**config.mk**
```make
export PLATFORM = sky130hd
export DESIGN_NAME = cps_code_protect
export DESIGN_NICKNAME = d
export VERILOG_FILES = /design/src/hdl/cps_pkg.sv /design/src/hdl/cps_code_protect.sv /design/src/hdl/cps_cfg_store.sv
export SDC_FILE = /design/constraint.sdc
export NUM_CORES = 1
export LEC_CHECK = 0
export ABC_AREA = 1
export BUFFER_PORTS_ARGS = -buffer_cell sky130_fd_sc_hd__buf_2
export CAP_MARGIN = 20
export CORE_MARGIN = 4
export CORE_UTILIZATION = 45
export DETAILED_ROUTE_END_ITERATION = 8
export PLACE_DENSITY = 0.81
export SLEW_MARGIN = 40
export SYNTH_ARGS = -nofsm -noshare
export SYNTH_HDL_FRONTEND = slang
export SYNTH_SLANG_ARGS = --single-unit
```
**constraint.sdc**
```tcl
create_clock -name clk -period 2.82 [get_ports clk]
set_input_delay 0.282 -clock clk [delete_from_list [all_inputs] [get_ports clk]]
set_output_delay 0.282 -clock clk [all_outputs]
set_load 0.02 [all_outputs]
```
**src/hdl/cps_pkg.sv**
```systemverilog
package cps_pkg;

    // ------------------------------------------------------------
    // Address map
    // ------------------------------------------------------------
    localparam int unsigned CPS_ADDR_W         = 24;
    localparam int unsigned CPS_CFG_W          = 8;
    localparam logic [23:0] CPS_BOOT_CFG_ADDR  = 24'hF80000;
    localparam logic [23:0] CPS_GEN_CFG_ADDR   = 24'hF80004;
    localparam logic [23:0] CPS_CFG_SPACE_LO   = 24'h800000;
    localparam logic [23:0] CPS_BOOT_START     = 24'h000200;
    localparam logic [23:0] CPS_BOOT_END_SMALL = 24'h000AFE;
    localparam logic [23:0] CPS_BOOT_END_LARGE = 24'h0015FE;
    localparam logic [23:0] CPS_ENTRY_LAST     = 24'h00023F;

    // ------------------------------------------------------------
    // Field positions
    // ------------------------------------------------------------
    localparam int unsigned CPS_BOOT_SEL_LSB   = 1;
    localparam int unsigned CPS_BOOT_SEL_MSB   = 3;
    localparam int unsigned CPS_BOOT_WP_BIT    = 0;
    localparam int unsigned CPS_GEN_SEC_BIT    = 1;
    localparam int unsigned CPS_GEN_WP_BIT     = 0;

    // ------------------------------------------------------------
    // Security codes and erased values
    // ------------------------------------------------------------
    localparam logic [2:0] CPS_SEL_NONE        = 3'h7;
    localparam logic [2:0] CPS_SEL_STD_SMALL   = 3'h6;
    localparam logic [2:0] CPS_SEL_STD_LARGE   = 3'h5;
    localparam logic [2:0] CPS_SEL_HIGH_SMALL  = 3'h2;
    localparam logic [2:0] CPS_SEL_HIGH_LARGE  = 3'h1;
    localparam logic [7:0] CPS_BOOT_CFG_ERASED = 8'h0F;
    localparam logic [7:0] CPS_GEN_CFG_ERASED  = 8'h03;

    typedef enum logic [1:0] {
        CPS_SEC_NONE,
        CPS_SEC_STD,
        CPS_SEC_HIGH
    } cps_sec_type;

endpackage : cps_pkg

```
**src/hdl/cps_code_protect.sv**
```systemverilog
`timescale 1ns/1ps

module cps_code_protect
    import cps_pkg::*;
(
    input  wire logic        clk,
    input  wire logic        resetn,
    input  wire logic        bulk_erase,
    input  wire logic        fl_req,
    input  wire logic        fl_we,
    input  wire logic        fl_table,
    input  wire logic [23:0] fl_addr,
    input  wire logic [7:0]  fl_wdata,
    input  wire logic [23:0] exec_pc,
    input  wire logic        pgm_rd_req,
    input  wire logic [23:0] pgm_addr,
    input  wire logic        flow_chg,
    input  wire logic [23:0] flow_tgt,
    output logic             ready_q,
    output logic             fl_done_q,
    output logic             fl_ok_q,
    output logic      [7:0]  fl_rdata_q,
    output logic             pgm_done_q,
    output logic             pgm_ok_q,
    output logic             illegal_reset_q
);

    // ------------------------------------------------------------
    // Stored and latched configuration
    // ------------------------------------------------------------
    logic [7:0]  boot_cfg_nv;
    logic [7:0]  gen_cfg_nv;
    logic [2:0]  boot_sel_q;
    logic        boot_wp_q;
    logic        gen_sec_q;
    logic        gen_wp_q;
    logic        load_pend_q;
    logic        cfg_wr_boot;
    logic        cfg_wr_gen;

    cps_cfg_store u_store (
        .clk        (clk),
        .bulk_erase (bulk_erase),
        .wr_boot    (cfg_wr_boot),
        .wr_gen     (cfg_wr_gen),
        .wr_data    (fl_wdata),
        .boot_q     (boot_cfg_nv),
        .gen_q      (gen_cfg_nv)
    );

    // Reset parks the copies at the erased state, then loads them one cycle after release.
    // A synchronous reset may only load constants, so the real load waits for that cycle.
    always_ff @(posedge clk)
    begin
        if (!resetn)
        begin
            load_pend_q <= 1'b1;
            boot_sel_q  <= CPS_SEL_NONE;
            boot_wp_q   <= 1'b1;
            gen_sec_q   <= 1'b1;
            gen_wp_q    <= 1'b1;
        end
        else if (load_pend_q)
        begin
            load_pend_q <= 1'b0;
            boot_sel_q  <= boot_cfg_nv[CPS_BOOT_SEL_MSB:CPS_BOOT_SEL_LSB];
            boot_wp_q   <= boot_cfg_nv[CPS_BOOT_WP_BIT];
            gen_sec_q   <= gen_cfg_nv[CPS_GEN_SEC_BIT];
            gen_wp_q    <= gen_cfg_nv[CPS_GEN_WP_BIT];
        end
    end

    // ------------------------------------------------------------
    // Segment decode
    // ------------------------------------------------------------
    cps_sec_type sec_level;
    logic [23:0] boot_end;

    always_comb
    begin
        unique case (boot_sel_q)
            CPS_SEL_NONE:       sec_level = CPS_SEC_NONE;
            CPS_SEL_STD_SMALL,
            CPS_SEL_STD_LARGE:  sec_level = CPS_SEC_STD;
            CPS_SEL_HIGH_SMALL,
            CPS_SEL_HIGH_LARGE: sec_level = CPS_SEC_HIGH;
            // Reserved codes give no boot segment rather than an undefined one.
            default:            sec_level = CPS_SEC_NONE;
        endcase
    end

    wire        boot_on   = (sec_level != CPS_SEC_NONE);
    wire        high_on   = (sec_level == CPS_SEC_HIGH);
    wire        small_sel = (boot_sel_q == CPS_SEL_STD_SMALL)
                          || (boot_sel_q == CPS_SEL_HIGH_SMALL);
    assign      boot_end  = small_sel ? CPS_BOOT_END_SMALL : CPS_BOOT_END_LARGE;

    function automatic logic in_boot(input logic [23:0] a, input logic on,
                                     input logic [23:0] last);
        in_boot = on && (a >= CPS_BOOT_START) && (a <= last);
    endfunction : in_boot

    wire fl_tgt_boot  = in_boot(fl_addr, boot_on, boot_end);
    wire fl_src_boot  = in_boot(exec_pc, boot_on, boot_end);
    wire fl_tgt_cfg   = (fl_addr >= CPS_CFG_SPACE_LO);
    wire pgm_tgt_boot = in_boot(pgm_addr, boot_on, boot_end);
    wire flow_src_gen = !in_boot(exec_pc, boot_on, boot_end);
    wire flow_tgt_boot = in_boot(flow_tgt, boot_on, boot_end);
    wire taken        = !load_pend_q;

    // ------------------------------------------------------------
    // Flash access checks
    // ------------------------------------------------------------
    wire den_cfg   = fl_tgt_cfg && !fl_table;
    wire den_cross = fl_tgt_boot && !fl_src_boot;
    wire den_bwp   = fl_we && fl_tgt_boot && !boot_wp_q;
    wire den_gwp   = fl_we && !fl_tgt_boot && !fl_tgt_cfg && !gen_wp_q;
    wire fl_ok     = !(den_cfg || den_cross || den_bwp || den_gwp);
    wire at_boot_w = (fl_addr == CPS_BOOT_CFG_ADDR);
    wire at_gen_w  = (fl_addr == CPS_GEN_CFG_ADDR);
    wire cfg_cmt   = taken && fl_req && fl_we && fl_ok && fl_tgt_cfg;

    assign cfg_wr_boot = cfg_cmt && at_boot_w;
    assign cfg_wr_gen  = cfg_cmt && at_gen_w;

    wire [7:0] cfg_rd = at_boot_w ? boot_cfg_nv : (at_gen_w ? gen_cfg_nv : 8'h00);
    wire [7:0] rd_sel = (fl_ok && !fl_we && fl_tgt_cfg) ? cfg_rd : 8'h00;

    // ------------------------------------------------------------
    // Programmer reads and flow checks
    // ------------------------------------------------------------
    wire pgm_ok  = pgm_tgt_boot ? 1'b0 : gen_sec_q;
    wire flow_in = high_on && flow_src_gen && flow_tgt_boot;
    wire flow_bad = flow_in && (flow_tgt > CPS_ENTRY_LAST);

    always_ff @(posedge clk)
    begin
        if (!resetn)
        begin
            ready_q         <= 1'b0;
            fl_done_q       <= 1'b0;
            fl_ok_q         <= 1'b0;
            fl_rdata_q      <= 8'h00;
            pgm_done_q      <= 1'b0;
            pgm_ok_q        <= 1'b0;
            illegal_reset_q <= 1'b0;
        end
        else
        begin
            ready_q         <= taken;
            fl_done_q       <= taken && fl_req;
            fl_ok_q         <= taken && fl_req && fl_ok;
            fl_rdata_q      <= (taken && fl_req) ? rd_sel : 8'h00;
            pgm_done_q      <= taken && pgm_rd_req;
            pgm_ok_q        <= taken && pgm_rd_req && pgm_ok;
            illegal_reset_q <= taken && flow_chg && flow_bad;
        end
    end
endmodule : cps_code_protect

```
**src/hdl/cps_cfg_store.sv**
```systemverilog
`timescale 1ns/1ps

// ------------------------------------------------------------
// Non-volatile configuration bytes
// ------------------------------------------------------------
module cps_cfg_store
    import cps_pkg::*;
(
    input  wire logic       clk,
    input  wire logic       bulk_erase,
    input  wire logic       wr_boot,
    input  wire logic       wr_gen,
    input  wire logic [7:0] wr_data,
    output logic      [7:0] boot_q,
    output logic      [7:0] gen_q
);

    // Cells are non-volatile, so no reset touches them; only erase returns bits to one.
    // Programming can only clear bits, and erase wins over a write in the same cycle.
    always_ff @(posedge clk)
    begin
        if (bulk_erase)
        begin
            boot_q <= CPS_BOOT_CFG_ERASED;
            gen_q  <= CPS_GEN_CFG_ERASED;
        end
        else
        begin
            if (wr_boot)
                boot_q <= boot_q & wr_data;
            if (wr_gen)
                gen_q <= gen_q & wr_data;
        end
    end

endmodule : cps_cfg_store

```
After elaboration in Yosys (flattened, before gate mapping)
Cells that the tools add are included.
{ "op_classes": {"magnitude_cmp": 10, "eq_ne": 7, "n_mux": 6, "n_bitwise": 2, "reduce_logical": 48} }
{ "ops": {"columns": ["op", "n"], "rows": [
  ["24-bit by 10-bit greater-or-equal comparator with 1-bit output (second input constant)", 4],
  ["24-bit by 13-bit less-or-equal comparator with 1-bit output", 4],
  ["24-bit equality test (second input constant)", 2],
  ["1-bit logical AND", 31],
  ["24-bit greater-or-equal comparator (second input constant)", 1],
  ["24-bit by 10-bit greater-than comparator with 1-bit output (second input constant)", 1],
  ["8-bit AND", 2],
  ["8-bit 2-to-1 mux", 2],
  ["13-bit 2-to-1 mux", 1],
  ["1-bit logical NOT", 9],
  ["3-bit equality test (second input constant)", 2],
  ["1-bit logical OR", 4],
  ["2-bit one-hot mux with 2 select lines", 1],
  ["2-bit OR reduction", 2],
  ["3-bit by 1-bit equality test with 1-bit output (second input constant)", 1],
  ["3-bit by 2-bit equality test with 1-bit output (second input constant)", 1],
  ["3-bit AND reduction", 1],
  ["2-bit equality test (second input constant)", 1],
  ["1-bit 2-to-1 mux", 2],
  ["2-bit nonzero test", 1]
]} }
{ "totals": {"ff_bits": 37, "in_bits": 112, "out_inout_bits": 14} }

Depth between registers and ports, before layout
{ "depth": {"depth_word": 15, "depth_mapped": 18} }

Hierarchy
From an unflattened synthesis, not the netlist that was laid out.
{ "unflattened": {"cells_unflattened": 355, "hier_area_um2": 2304.7} }
{ "modules_own_cells": {"columns": ["mod", "n_inst", "cells_each", "area_each_um2"], "rows": [
  ["cps_code_protect", 1, 283, 1766.7],
  ["cps_cfg_store", 1, 72, 538.0]
]} }

Worst setup path before layout
No wires, ideal clock.
{ "synth_timing": {"path_kind": "reg-to-reg", "start": "register boot_sel_q[1]", "end": "register u_store.boot_q[4]", "t_arrival_ns": 1.972, "required_time_ns": 2.694, "path_slack_ns": 0.722, "stages_incl_launch_ff": 18, "n_path_buf": 0, "path_cell_list": "dfxtp_1 inv_2 nor2_4 ha_1 nand2_1 nor2_1 nand2_1 nand2_1 nand2_1 nand2_1 nand2_1 nand2_1 nand2_1 nand2_1 nand2_2 nand4_4 nor2_1 a21oi_1"} }
{ "synth_via": {"elab_chain_len": 15, "elab_cells_between_ends": 31, "classes_between": "order compare: 2; eq/ne: 4; mux: 2; reduce/logical: 23"} }
{ "synth_lines": {"columns": ["item", "line", "rtl"], "rows": [
  ["start, declared", "cps_code_protect.sv:33", "logic [2:0] boot_sel_q;"],
  ["start signal, assigned", "cps_code_protect.sv:66", "boot_sel_q <= boot_cfg_nv[CPS_BOOT_SEL_MSB:CPS_BOOT_SEL_LSB];"],
  ["parallel branches: the longest is 10 deep, another holds 24-bit by 13-bit less-or-equal comparator with 1-bit output", null, null],
  ["1-bit logical OR *", "cps_code_protect.sv:118", "wire fl_ok = !(den_cfg || den_cross || den_bwp || den_gwp);"],
  ["1-bit logical NOT *", "cps_code_protect.sv:118", null],
  ["1-bit logical AND * (2 in a row)", "cps_code_protect.sv:121", "wire cfg_cmt = taken && fl_req && fl_we && fl_ok && fl_tgt_cfg;"],
  ["1-bit logical AND *", "cps_code_protect.sv:123", "assign cfg_wr_boot = cfg_cmt && at_boot_w;"],
  ["end signal, assigned", "cps_cfg_store.sv:30", "boot_q <= boot_q & wr_data;"],
  ["end, declared", "cps_cfg_store.sv:14", "output logic [7:0] boot_q,"]
]} }
Every way passes the cells marked *.
A chain may end at the register's enable or synchronous reset.

Worst setup path after layout
{ "layout_timing": {"start": "register boot_sel_q[1]", "end": "register u_store.boot_q[3]"} }
Same word-level chain as after synthesis.

==> metrics.md <==
| Metric | Value |
|---|---|
| Die Ht | roughly 80 um |
| DPL Wire Length | ~5.5 mm |
| CTS tree | built |
| Slew at the pin closest to its max-slew limit | 531.0 ps |
| Post-synthesis register bit count | 37 |
| Insertion delay to the later sink of the worst-skew pair | approximately 300 ps |
| Avg Cell Area, Syn | roughly 6.6 sq um |
| Max_cap viols | 0 |
| Synth Instances | between 300 and 400 |
| Setup bufs post-CTS | 0 |
| Final Cycle Share | 0.8691 |
| Antenna Violating Nets Remaining | 0 |
| Syn nets | roughly 470 |
| Buffer depth of the longest clock path | 2 |
| Routed wire length | between 6 and 7 mm |
| Synth-to-layout area growth | 33.48% |
| H-tree depth | 2 |
| Worst min-delay path class | in -> reg |
| Setup Crit Path Kind | reg -> reg |
| Vias | ~2,700 |
| Total die area | about 6400 sq um |
| # IOs | 126 |
| Setup violators final | 0 |
| Relative slew slack | 0.6427 |
| Final Slew Violations | 0 |
| TNS Setup | 0 ps |
| DRT iter0 DRCs | 110 |
| Fin nets | roughly 600 |
| Clk root buf | clkbuf_8 |
| Worst Path Required | between 3000 and 4000 ps |
| I/O Buffers | 125 |
| Sequential share of the synthesized area | 0.3186 |
| Gr ovfl total | 0 |
| Worst EP arrival | between 2000 and 3000 ps |
| Share of layout cells above drive strength 1 | 0.3264 |
| Max VDD drop | 305.6 uV |
| Routed vias/inst | 4.891 |
| All-layer global routing usage | 0.2007 |
| DRT Pass-1 Iters | 5 |
| Largest cells by area after synthesis | dfxtp_1 (32%), nand2_1 (11%), inv_1 (8.2%) |
| PD cells | 355.0 nW/um^2 |
| Clock Sinks | 37 |
| Crit path launch type | register |
| Diode count | 0 |
| Wire length per cell | about 12 um |
| Rows | 25 |
| RePlAce Congestion | 0.7925 |
| Starting Density | 0.4795 |
| Non-filler cells, final | roughly 550 |
| Post-CTS Resized | 0 |
| RSZ-0062 raised after global routing | false |
| Core Region | approximately 4800 sq um |
| Final setup skew | approximately 12 ps |
| Drc violations | 0 |
| Clock-pin slew on the worst setup and hold paths | around 80 ps |
| Yosys cell types | 38 |
| Die width | between 70 and 80 um |
| Number of synthesis warnings | 0 |
| Largest area contributor in the netlist | dfxtp_1 |
| Outcome | complete, no violations |
| Worst-path fanout max | 16 |
| Largest net degree at the start of global routing | 17 |
| Fmax | 0.4080 GHz |
| Initial antenna violation count | 0 |
| Worst Setup End Kind | register |
| Post-CTS Hold Fix Bufs | 0 |
| Final hold viol count | 0 |
| Yosys top cell area share | 0.3186 |
| Hold slack final | between 200 and 250 ps |
| First-pass GRT wire length | 10.40 mm |
| Placed Cells | 540 |
| Post-Syn Area | 2325 sq um |
| Final min period | about 2500 ps |
| Vias in the first global route | between 2,000 and 3,000 |
| Leak | 1.623 nW |
| CTS buffer count | 5 |
final timing paths:
path / endpoint / depth (start not counted) / startpoint / slack (ps)
hold reg to reg: u_store.boot_q[6] / 2 / u_store.boot_q[6] / 450
setup reg to reg: u_store.boot_q[3] / 18 / boot_sel_q[1] / 370
setup / recovery: u_store.boot_q[3] / 18 / boot_sel_q[1] / 370
hold / removal: pgm_done_q / 3 / pgm_rd_req / 220
cells in the final DEF (no fill, tap or decap), types with 5 or more instances in the layout:
| cell | count |
|---|---|
| nand4_1 | 6 |
| nor3_1 | 10 |
| nor4_1 | 11 |
| a21oi_1 | 18 |
| inv_1 | 51 |
| or2_2 | 5 |
| nand3b_1 | 5 |
| dfxtp_1 | 37 |
| nand3_1 | 27 |
| nor2_2 | 5 |
| nand2_1 | 70 |
| nor2_1 | 45 |
| o21bai_1 | 6 |
| o21ai_0 | 15 |
| clkbuf_8 | 5 |
| ha_1 | 7 |
| buf_2 | 125 |
cell families after synthesis:
| kind of cell | after synthesis | share of synthesized area |
|---|---|---|
| buffers and inverters | 57 | 0.09526 |
| xor gates and xnor gates | 1 | 0.003768 |
| DFF | 37 | 0.3186 |
| AOI/OAI and AO/OA | 53 | 0.1356 |
| and+or+nand+nor | 197 | 0.4090 |
| adders and majority gates | 7 | 0.03767 |
stage by stage:
stage | cell area [sq um] | power (mW) | setup WS (ps) | util
3_5_place_dp | 3012 | 0.7402 | 399.7 | 0.6212
5_1_grt | 3103 | 1.159 | 137.9 | 0.6400
2_1_floorplan | 2325 | 0.6363 | 722.1 | -
3_3_place_gp | 3012 | 0.7365 | 501.3 | 0.6212
4_1_cts | 3103 | 1.110 | 389.7 | 0.6400
6_report | 3103 | 1.102 | 369.3 | 0.6400
worst max-delay path: stages (launching register included):
cell and delay, ps:
dfxtp_1 410, inv_2 70, nor2_4 310, ha_1 310, nand2_1 70, nor2_1 40
nand2_1 90, nand2_1 60, nand2_1 60, nand2_1 40, nand2_1 60, nand2_1 70
nand2_1 60, nand2_1 60, nand2_2 90, nand3_2 120, nor2_2 250, nand3_1 120
nand3_1 110
power by group:
part | internal [mW] | leakage [nW] | switching, mW
Combinational | 0.0932 | 1.27 | 0.103
Sequential | 0.527 | 0.300 | 0.00457
Clock | 0.175 | 0.0481 | 0.198
synth_stat cells (all sizes together):
master   count
nand2       75
inv         53
nor2        51
dfxtp       37
nand3       29
a21oi       18
o21ai       17
nor3        12
nor4        11
ha           7
nand4        7
o21bai       6
or2          6
nand3b       5
a31oi        4
clkbuf       3
o311ai       2
a21boi       1
a22o         1
a22oi        1
a311oi       1
and3         1
buf          1
o2111ai      1
o211ai       1
xor2         1
layer usage:
metal / part of all wire / global-route usage
met4: 0.0052 / 0.04561
met2: 0.50 / 0.3890
met3: 0.097 / 0.04176
met5: 0 / 0
met1: 0.39 / 0.2207
cell type report:
class / count / area (sq um)
Inverter: 53 / 198.9
Timing Repair Buffer: 125 / 625.6
Tap cell: 67 / 83.83
Fill cell: 472 / 1745
Multi-Input combinational cell: 258 / 1363
Sequential cell: 37 / 740.7
Clock buffer: 5 / 68.82
Clock inverter: 3 / 22.52
flip-flops by register name (all words and copies together) (netlist names):
name / count
illegal_reset_q: 1
boot_wp_q: 1
pgm_done_q: 1
u_store.boot_q: 8
ready_q: 1
boot_sel_q: 3
pgm_ok_q: 1
fl_rdata_q: 8
fl_ok_q: 1
gen_sec_q: 1
load_pend_q: 1
gen_wp_q: 1
fl_done_q: 1
u_store.gen_q: 8
Power figures use the tool's default switching activity.
